===== config.mk =====
export PLATFORM = sky130hd
export DESIGN_NAME = olp_exec
export DESIGN_NICKNAME = d
export VERILOG_FILES = /design/src/olp_pkg.sv /design/src/olp_decode.sv /design/src/olp_exec.sv
export SDC_FILE = /design/constraint.sdc
export NUM_CORES = 1
export LEC_CHECK = 0
export BUFFER_PORTS_ARGS = -buffer_cell sky130_fd_sc_hd__buf_2
export CORE_MARGIN = 1.5
export CORE_UTILIZATION = 53
export DETAILED_ROUTE_END_ITERATION = 10
export MAX_ROUTING_LAYER = met4
export PLACE_DENSITY_LB_ADDON = 0.1
export RECOVER_POWER = 25
export SLEW_MARGIN = 20
export SYNTH_ARGS = -nofsm -noshare
export SYNTH_HDL_FRONTEND = slang
export SYNTH_SLANG_ARGS = --single-unit

===== constraint.sdc =====
create_clock -name clk -period 4.35 [get_ports clk]
set_input_delay 0.6525 -clock clk [delete_from_list [all_inputs] [get_ports clk]]
set_output_delay 0.6525 -clock clk [all_outputs]
set_load 0.05 [all_outputs]

===== src/olp_pkg.sv =====
// Package with encodings, field positions and reset values for the OR/pointer-load executor
package olp_pkg;
   localparam int          OLP_DATA_W         = 8;
   localparam int          OLP_WORD_W         = 16;
   localparam int          OLP_LIT_W          = 12;
   localparam int          OLP_PTR_COUNT      = 3;
   localparam int          OLP_BANK_W         = 4;
   localparam int          OLP_ADDR_W         = 12;
   // Field positions in the instruction word
   localparam int          OLP_DEST_BIT       = 9;
   localparam int          OLP_ACCESS_BIT     = 8;
   localparam int          OLP_PTR_IDX_LSB    = 4;
   // Opcode patterns
   localparam logic [5:0]  OLP_OR_FILE_OP     = 6'h04;   // 0001 00
   localparam logic [9:0]  OLP_PTR_LOAD_OP1   = 10'h3B8; // 1110 1110 00
   localparam logic [7:0]  OLP_PTR_LOAD_OP2   = 8'hF0;   // 1111 0000
   // Access bank split point: low file addresses map to bank 0, high ones to the top bank
   localparam logic [7:0]  OLP_ACCESS_SPLIT   = 8'h60;
   localparam logic [3:0]  OLP_ACCESS_HI_BANK = 4'hF;
   // Reset values
   localparam logic [7:0]  OLP_W_RESET        = 8'h00;
   localparam logic [7:0]  OLP_PTR_RESET      = 8'h00;
   localparam logic [1:0]  OLP_PHASE_RESET    = 2'h0;

   typedef enum logic [1:0] {
      OLP_Q1_DECODE  = 2'b00,
      OLP_Q2_READ    = 2'b01,
      OLP_Q3_PROCESS = 2'b10,
      OLP_Q4_WRITE   = 2'b11
   } olp_phase_t;

   typedef enum logic [1:0] {
      OLP_OP_NONE     = 2'b00,
      OLP_OP_OR_FILE  = 2'b01,
      OLP_OP_PTR_HIGH = 2'b10,
      OLP_OP_PTR_LOW  = 2'b11
   } olp_op_t;
endpackage


===== src/olp_decode.sv =====
// Instruction word decoder for the OR-with-file and pointer-load instructions
`timescale 1ns/100ps
module olp_decode
   import olp_pkg::*;
(
   input  wire logic [OLP_WORD_W-1:0] word,
   input  wire logic                  second_word_pending,
   output olp_op_t                    op,
   output logic                       dest_is_file,
   output logic                       use_bank_select,
   output logic [7:0]                 file_addr,
   output logic [1:0]                 ptr_idx,
   output logic [3:0]                 lit_high,
   output logic [7:0]                 lit_low
);
   wire is_or_file   = (word[15:10] == OLP_OR_FILE_OP);
   wire is_ptr_first = (word[15:6] == OLP_PTR_LOAD_OP1) && (word[5:4] != 2'b11);
   wire is_ptr_second = (word[15:8] == OLP_PTR_LOAD_OP2);

   assign op = second_word_pending ? (is_ptr_second ? OLP_OP_PTR_LOW : OLP_OP_NONE)
             : is_ptr_first ? OLP_OP_PTR_HIGH
             : is_or_file ? OLP_OP_OR_FILE : OLP_OP_NONE;
   assign dest_is_file    = word[OLP_DEST_BIT];
   assign use_bank_select = word[OLP_ACCESS_BIT];
   assign file_addr       = word[7:0];
   assign ptr_idx         = word[OLP_PTR_IDX_LSB +: 2];
   assign lit_high        = word[3:0];
   assign lit_low         = word[7:0];
endmodule // olp_decode


===== src/olp_exec.sv =====
// Executor for OR-with-file and the two-word pointer-load instruction on a four-phase cycle
`timescale 1ns/100ps
module olp_exec
   import olp_pkg::*;
(
   input  wire logic                  clk,
   input  wire logic                  reset_n,
   input  wire logic [OLP_WORD_W-1:0] instr_word,
   input  wire logic [OLP_BANK_W-1:0] bank_select_register,
   input  wire logic [OLP_DATA_W-1:0] file_rdata,
   output logic [OLP_ADDR_W-1:0]      file_addr,
   output logic                       file_rd,
   output logic                       file_we,
   output logic [OLP_DATA_W-1:0]      file_wdata,
   output logic [OLP_DATA_W-1:0]      w_reg,
   output logic                       flag_negative,
   output logic                       flag_zero,
   output logic [1:0]                 phase,
   output logic                       fetch_next,
   output logic [OLP_PTR_COUNT*OLP_LIT_W-1:0] indirect_pointer
);
   olp_phase_t                  phase_q;
   olp_op_t                     op_q;
   logic                        pend_q;
   logic [1:0]                  pidx_q;
   logic                        dest_q;
   logic [OLP_DATA_W-1:0]       result_q;
   logic [OLP_ADDR_W-1:0]       addr_q;
   logic                        rd_q;
   logic                        we_q;
   logic [OLP_DATA_W-1:0]       w_q;
   logic                        n_q;
   logic                        z_q;
   logic                        fetch_q;
   logic [3:0]                  lit_high_q;
   logic [7:0]                  lit_low_q;
   logic [OLP_LIT_W-4-1:0]      ptr_lo_q [OLP_PTR_COUNT];
   logic [3:0]                  ptr_hi_q [OLP_PTR_COUNT];

   olp_op_t                     dec_op;
   logic                        dec_dest;
   logic                        dec_bank;
   logic [7:0]                  dec_faddr;
   logic [1:0]                  dec_pidx;
   logic [3:0]                  dec_lhi;
   logic [7:0]                  dec_llo;

   olp_decode u_decode (
      .word                (instr_word),
      .second_word_pending (pend_q),
      .op                  (dec_op),
      .dest_is_file        (dec_dest),
      .use_bank_select     (dec_bank),
      .file_addr           (dec_faddr),
      .ptr_idx             (dec_pidx),
      .lit_high            (dec_lhi),
      .lit_low             (dec_llo)
   );

   // Access bank: addresses below OLP_ACCESS_SPLIT (8'h60) go to bank 0, the rest to the top bank
   wire [OLP_BANK_W-1:0] access_bank = (dec_faddr < OLP_ACCESS_SPLIT) ? '0 : OLP_ACCESS_HI_BANK;
   wire [OLP_BANK_W-1:0] eff_bank    = dec_bank ? bank_select_register : access_bank;
   wire [OLP_DATA_W-1:0] or_result   = w_q | file_rdata;
   wire                  ptr_valid   = (pidx_q < 2'(OLP_PTR_COUNT));

   // Four-phase sequencer
   always_ff @(posedge clk or negedge reset_n) begin
      if (!reset_n) begin
         phase_q <= OLP_Q1_DECODE;
      end else begin
         phase_q <= olp_phase_t'(phase_q + 2'd1);
      end
   end

   // Q1: decode and latch the operation
   always_ff @(posedge clk or negedge reset_n) begin
      if (!reset_n) begin
         op_q       <= OLP_OP_NONE;
         dest_q     <= 1'b0;
         addr_q     <= '0;
         lit_high_q <= '0;
         lit_low_q  <= '0;
      end else if (phase_q == OLP_Q1_DECODE) begin
         op_q       <= dec_op;
         dest_q     <= dec_dest;
         addr_q     <= {eff_bank, dec_faddr};
         lit_high_q <= dec_lhi;
         lit_low_q  <= dec_llo;
      end
   end

   // Second-word tracking and pointer index
   always_ff @(posedge clk or negedge reset_n) begin
      if (!reset_n) begin
         pend_q <= 1'b0;
         pidx_q <= '0;
      end else if (phase_q == OLP_Q1_DECODE) begin
         pend_q <= (dec_op == OLP_OP_PTR_HIGH);
         if (dec_op == OLP_OP_PTR_HIGH) begin
            pidx_q <= dec_pidx;
         end
      end
   end

   // Q2 file read strobe, Q3 OR process
   always_ff @(posedge clk or negedge reset_n) begin
      if (!reset_n) begin
         rd_q     <= 1'b0;
         result_q <= '0;
      end else begin
         rd_q <= (phase_q == OLP_Q1_DECODE) && (dec_op == OLP_OP_OR_FILE);
         if (phase_q == OLP_Q3_PROCESS && op_q == OLP_OP_OR_FILE) begin
            result_q <= or_result;
         end
      end
   end

   // Q4 destination write: file or W, plus N and Z
   wire q4_or = (phase_q == OLP_Q3_PROCESS) && (op_q == OLP_OP_OR_FILE);
   always_ff @(posedge clk or negedge reset_n) begin
      if (!reset_n) begin
         we_q <= 1'b0;
         w_q  <= OLP_W_RESET;
         n_q  <= 1'b0;
         z_q  <= 1'b0;
      end else begin
         we_q <= q4_or && dest_q;
         if (q4_or && !dest_q) begin
            w_q <= or_result;
         end
         if (q4_or) begin
            n_q <= or_result[OLP_DATA_W-1];
            z_q <= (or_result == '0);
         end
      end
   end

   // Pointer bytes: high nibble in cycle one, low byte in cycle two; flags untouched
   always_ff @(posedge clk or negedge reset_n) begin
      if (!reset_n) begin
         for (int i = 0; i < OLP_PTR_COUNT; i++) begin
            ptr_hi_q[i] <= OLP_PTR_RESET[3:0];
            ptr_lo_q[i] <= OLP_PTR_RESET;
         end
      end else if (phase_q == OLP_Q3_PROCESS && ptr_valid) begin
         if (op_q == OLP_OP_PTR_HIGH) begin
            ptr_hi_q[pidx_q] <= lit_high_q;
         end else if (op_q == OLP_OP_PTR_LOW) begin
            ptr_lo_q[pidx_q] <= lit_low_q;
         end
      end
   end

   // Next word requested at end of every cycle
   always_ff @(posedge clk or negedge reset_n) begin
      if (!reset_n) begin
         fetch_q <= 1'b0;
      end else begin
         fetch_q <= (phase_q == OLP_Q3_PROCESS);
      end
   end

   assign file_addr     = addr_q;
   assign file_rd       = rd_q;
   assign file_we       = we_q;
   assign file_wdata    = result_q;
   assign w_reg         = w_q;
   assign flag_negative = n_q;
   assign flag_zero     = z_q;
   assign phase         = phase_q;
   assign fetch_next    = fetch_q;
   for (genvar g = 0; g < OLP_PTR_COUNT; g++) begin : g_ptr
      assign indirect_pointer[g*OLP_LIT_W +: OLP_LIT_W] = {ptr_hi_q[g], ptr_lo_q[g]};
   end
endmodule // olp_exec


After elaboration in Yosys (flattened, before gate mapping)

Index checks and enable logic that the tools add are counted.

Bits in registers: 89
Output and inout port bits: 71
Logic and storage cells: 64

Add/sub/neg operators: 1
$lt $le $gt $ge: 4
Eq/ne operators: 10
Muxes and demuxes: 12
Bitwise logic cells: 3
Reductions and logical operators: 13

Operator list:

| cell                 | count |
|---|---|
| $bwmux 24            | 1 |
| $demux 8 s2          | 1 |
| $bwmux 12            | 1 |
| $mux 4               | 3 |
| $eq 10x10->1 const B | 1 |
| $demux 4 s2          | 1 |
| $eq 2x2->1 const B   | 4 |
| $eq 8x8->1 const B   | 1 |
| $logic_not 8->1      | 1 |
| $lt 8x7->1 const B   | 1 |
| $mux 8               | 1 |
| $or 8x8->8           | 1 |
| $logic_and 1x1->1    | 7 |
| $eq 6x3->1 const B   | 1 |
| $mux 2               | 3 |
| $eq 2x1->1 const B   | 2 |
| $reduce_and 2->1     | 2 |
| $ge 3x3->1 const B   | 1 |
| $lt 3x1->1 const B   | 1 |
| $not 2->3            | 1 |
| $reduce_and 3->1     | 1 |
| $add 2x1->2 const B  | 1 |
| $logic_not 2->1      | 1 |
| $lt 2x2->1 const B   | 1 |
| 4 further kinds      | 4 |

Depth between registers and ports, before layout

Depth after elaboration: 6
Mapped depth: 7

Cells and area by module

From an unflattened synthesis, not the netlist that was laid out.

Cells, all modules: 267
Area total of the unflattened synthesis: 3583.4 um^2

By module, submodules not included:

| module     | times used | cells an instance | area an instance (um^2) | seq. area each (um^2) |
|---|---|---|---|---|
| olp_exec   | 1          | 230               | 3329.4                  | 2202.1 |
| olp_decode | 1          | 37                | 254.0                   | 0.0 |

Worst setup path before layout

Ideal clock, no wire load.

Path kind: reg2reg
Start point: reg phase_q[1] (netlist: phase[1])
End point: reg ptr_lo_q, in the netlist indirect_pointer[0]
Library setup time: 0.125 ns
Data arrival time: 1.784 ns
Slack: 2.441 ns
Cell stages (with the launch flop): 6
Path buffers: 1
Cells stage by stage: dfrtp_1 ha_1 nand3_2 or3_1 buf_6 mux2_4

Word-level cells in the longest chain between the ends: 3

RTL lines:

| element                         | line            | source |
|---|---|---|
| from (decl)                     | olp_exec.sv:22  | `olp_phase_t phase_q;` |
| from (signal assigned)          | olp_exec.sv:71  | `phase_q <= olp_phase_t'(phase_q + 2'd1);` |
| $eq 2x2->1                      | olp_exec.sv:145 | `end else if (phase_q == OLP_Q3_PROCESS && ptr_valid) begin` |
| $logic_and 1x1->1               | olp_exec.sv:145 |  |
| $reduce_and 3->1 (no line)      | -               |  |
| to (signal, indexed assignment) | olp_exec.sv:149 | `ptr_lo_q[pidx_q] <= lit_low_q;` |
| to (decl)                       | olp_exec.sv:37  | `logic [OLP_LIT_W-4-1:0] ptr_lo_q [OLP_PTR_COUNT];` |

Every way passes these cells.
A chain may end at the register's enable or synchronous reset.

Worst setup path after layout

Start point: reg phase_q[0] (netlist: phase[0])
End point: reg pidx_q[1]

Word-level cells in the longest chain between the ends: 2

RTL lines:

| element                    | line            | source |
|---|---|---|
| $logic_not 2->1            | olp_exec.sv:97  | `end else if (phase_q == OLP_Q1_DECODE) begin` |
| $reduce_and 2->1 (no line) | -               |  |
| to (signal assigned)       | olp_exec.sv:100 | `pidx_q <= dec_pidx;` |
| to (decl)                  | olp_exec.sv:25  | `logic [1:0] pidx_q;` |

Every way passes these cells.

==> metrics.csv <==
stage;metric;value;unit
finish;fillers;404;
finish;Finished Cell Area;3684;um2
run_status;failing checks;max-capacitance violations, max-slew violations;
cts;CTS tree;yes;
cts;Clock Sinks;76;
routing;Initial DRC Count;85;
timing;Worst Max-Slew Pin Slew;1812;ps
logic_synthesis;XOR/XNOR Fraction of Synth Area;0;%
die;Die ar.;6043;um2
routing;Via density;5.208;
die;row count;27;
logic_synthesis;Seq/Total Area, Yosys;64.24;%
placement;DP HPWL;4.205;mm
finish;ANT cells;0;
logic_synthesis;Synth Flop Type;dfrtp_1;
critical_path;Critical Setup Path Class;flip-flop to flip-flop;
run;max_cap viols;1;
power_and_ir_drop;Total Power;1.346;mW
timing;f_max;496.9;MHz
logic_synthesis;Yosys cell types;31;
logic_synthesis;top-area cell type share of the netlist area;64.24;%
cts;Hold-fix buffers, CTS;0;
timing;fin crit period;2012;ps
timing;unrepaired setup endpoints after global routing;no;
timing;final clock skew;4.634;ps
critical_path;Reg2Reg Depth;6;
critical_path;crit path max fanout;20;
logic_synthesis;most numerous cell in the Yosys netlist;dfrtp_1;
timing;Slew Limit Fails;77;
routing;WL final;5.970;mm
timing;Final TNS setup;0;ps
logic_synthesis;Compound-Gate Fraction of Synth Area;5.325;%
logic_synthesis;most frequent cells after synthesis;dfrtp_1 (76), mux2_2 (38), nor2_1 (17);
critical_path;flop2flop setup slack;2340;ps
grt;first-pass GRT wire length;9.625;mm
grt;largest net degree at the start of global routing;77;
grt;vias in the first global route;1966;
power_and_ir_drop;peak supply drop;0.2472;mV
critical_path;Critical R2R Capture;pidx_q[1]$_DFFE_PN0P_;
routing;TritonRoute pass-1 iters;4;
placement;placed insts;380;
finish;share of layout cells above drive strength 1;50.46;%
finish;Area Growth Syn to Fin;24.43;%
finish;Layout Cells excl Fill;395;
routing;via count;2057;
logic_synthesis;Syn Area/Cell;13.83;um2
cts;Root Driver;clkbuf_8;
timing;post-route clock period utilization;46.26;%
timing;Setup-failing EPs final;0;
logic_synthesis;largest cells by area after synthesis;dfrtp_1 (64%), mux2_2 (14%), mux2_4 (4.1%), nor2_1 (2.2%), a21o_1 (2.0%);
die;# IOs;101;
logic_synthesis;Post-Syn Nets;246;
hold_path;hold path endpoint;phase[0]$_DFF_PN0_;
run_status;status;finished with violations;
finish;Final Net Count;351;
cts;Clk pin slew, worst setup/hold paths;70;ps
routing;DRC;0;
routing;post-route ant nets;0;
logic_synthesis;Synth Area in Simple Gates;9.341;%
timing;final hold slack;451.6;ps
placement;Post-DP Area;3517;um2
critical_path;Req. time, crit path;4580;ps
power_and_ir_drop;Leak;2.088;nW
hold_path;hold crit path type;flip-flop to flip-flop;
logic_synthesis;Ys Warns;0;
placement;RePlAce Congestion;0.7985;
placement;PortBufs;100;
timing;slew margin rel.;-20.79;%
logic_synthesis;#FFs+latches synth;76;
logic_synthesis;Adder-Cell Fraction of Synth Area;0.8453;%
logic_synthesis;multiplexer share of the synthesized area;18.51;%
grt;total gr overflow;0;
cts;Clk Latency, worst-skew pair;340;ps
die;die width;77.74;um
die;Initial Utilization;54.43;%
critical_path;startpoint types;flip-flop;
die;core box area;5439;um2
die;die height;77.74;um
grt;gr usage total;21.53;%
grt;number of antenna violations at the first check in global routing;0;
power_and_ir_drop;P per Cell Area;365.5;nW/um2
logic_synthesis;Post-Synthesis Cells;214;
logic_synthesis;EDFF count, synth;0;
cts;Post-CTS Setup Inserts;0;
critical_path;Reg2Reg Launch Point;phase[0]$_DFF_PN0_;
logic_synthesis;Synth area leader;dfrtp_1;
logic_synthesis;largest family of logic cells by synthesized area;multiplexers;
timing;Final Hold Viols;0;
logic_synthesis;fraction of registers with async set/reset;100.0;%
critical_path;CP Data Arrival Time;2240;ps
logic_synthesis;Cell Area, Synth;2960;um2
cts;Post-CTS Resized;0;
routing;wire per inst;15.11;um
cts;Max Buffers Root-to-Sink;2;
cts;number of CTS-inserted buffers;9;
cts;CTS HTree Levels;3;
hold_path;HP Start;phase[0]$_DFF_PN0_;
critical_path;CP endpoint kind;flip-flop;
finish;max FFs per register;36;
hold_path;hold depth;1;
## power by group
part           total [mW]  switching (mW)  leakage [nW]  internal, mW
combinational       0.138           0.105          1.01        0.0335
clock               0.468           0.234        0.0893         0.234
sequential          0.740          0.0156         0.988         0.725
## critical path, stage by stage, from the launching register on
cell and delay (ps):
dfrtp_1 370, inv_1 90, ha_1 650, nand4_1 160
nor2_1 150, nand3_1 160, mux2_2 310
## cell usage in the layout (no fill, tap or decap), drive strengths merged
master  instances
a21oi           5
clkbuf         14
buf            99
mux2           46
o21ai          10
nand4           3
nor2           19
nand2b          2
a211oi          1
inv             4
nor4b           1
o21a            1
o31ai           1
nor4            1
nand3           3
ha              2
nand4b          1
a21o            8
clkinv          2
or2b            2
nand3b          3
dfrtp          76
or3             2
and3            1
nor3b           1
nand2          15
## routing by layer
layer / global-route usage [%] / routed length [um] / vias up
met3: 4.235 / 274 / 11
met1: 29.04 / 2723 / 1020
met4: 10.00 / 119 / 0
met5: - / 0 / -
met2: 31.65 / 2853 / 67
li1: - / - / 959
## kinds of logic after synthesis
| logic type | Yosys count |
|---|---|
| muxes | 46 |
| DFF | 76 |
| buffers and inverters | 10 |
| adders and majority gates | 2 |
| AOI/OAI and AO/OA | 26 |
| and+or+nand+nor | 54 |
## area by class of cell
cell class	instances	area (um2)	share of cell area [%]
clock buffers	13	158.9	4.314
clock inverters	2	10.01	0.2717
inverters	4	15.01	0.4076
multi-input cells	128	1007	27.34
flip-flops and latches	76	1902	51.63
well taps	72	90.09	2.446
repair buffers	100	500.5	13.59
## how the worst max path moves through the flow
stage                       start                              end  slack (ps)  cells after the start
3_5_place_dp   phase[0]$_DFF_PN0_            pidx_q[1]$_DFFE_PN0P_        2350                      6
3_3_place_gp   phase[0]$_DFF_PN0_             w_reg[0]$_DFFE_PN0P_        2410                      5
5_1_grt                   reset_n         file_addr[1]$_DFFE_PN0P_        2060                      1
4_1_cts        phase[0]$_DFF_PN0_             w_reg[1]$_DFFE_PN0P_        2320                      5
6_report       phase[0]$_DFF_PN0_            pidx_q[1]$_DFFE_PN0P_        2340                      6
2_1_floorplan  phase[1]$_DFF_PN0_  indirect_pointer[0]$_DFFE_PN0P_        2440                      5
## metrics by stage
| step | utilization, % | setup slack, ps |
|---|---|---|
| after floorplan | - | 2441 |
| after global placement | 64.67 | 2413 |
| after detailed placement | 64.67 | 2347 |
| after CTS | 67.77 | 2325 |
| after global routing | 67.72 | 2063 |
| final | 67.72 | 2338 |
Power figures use the tool's default switching activity.
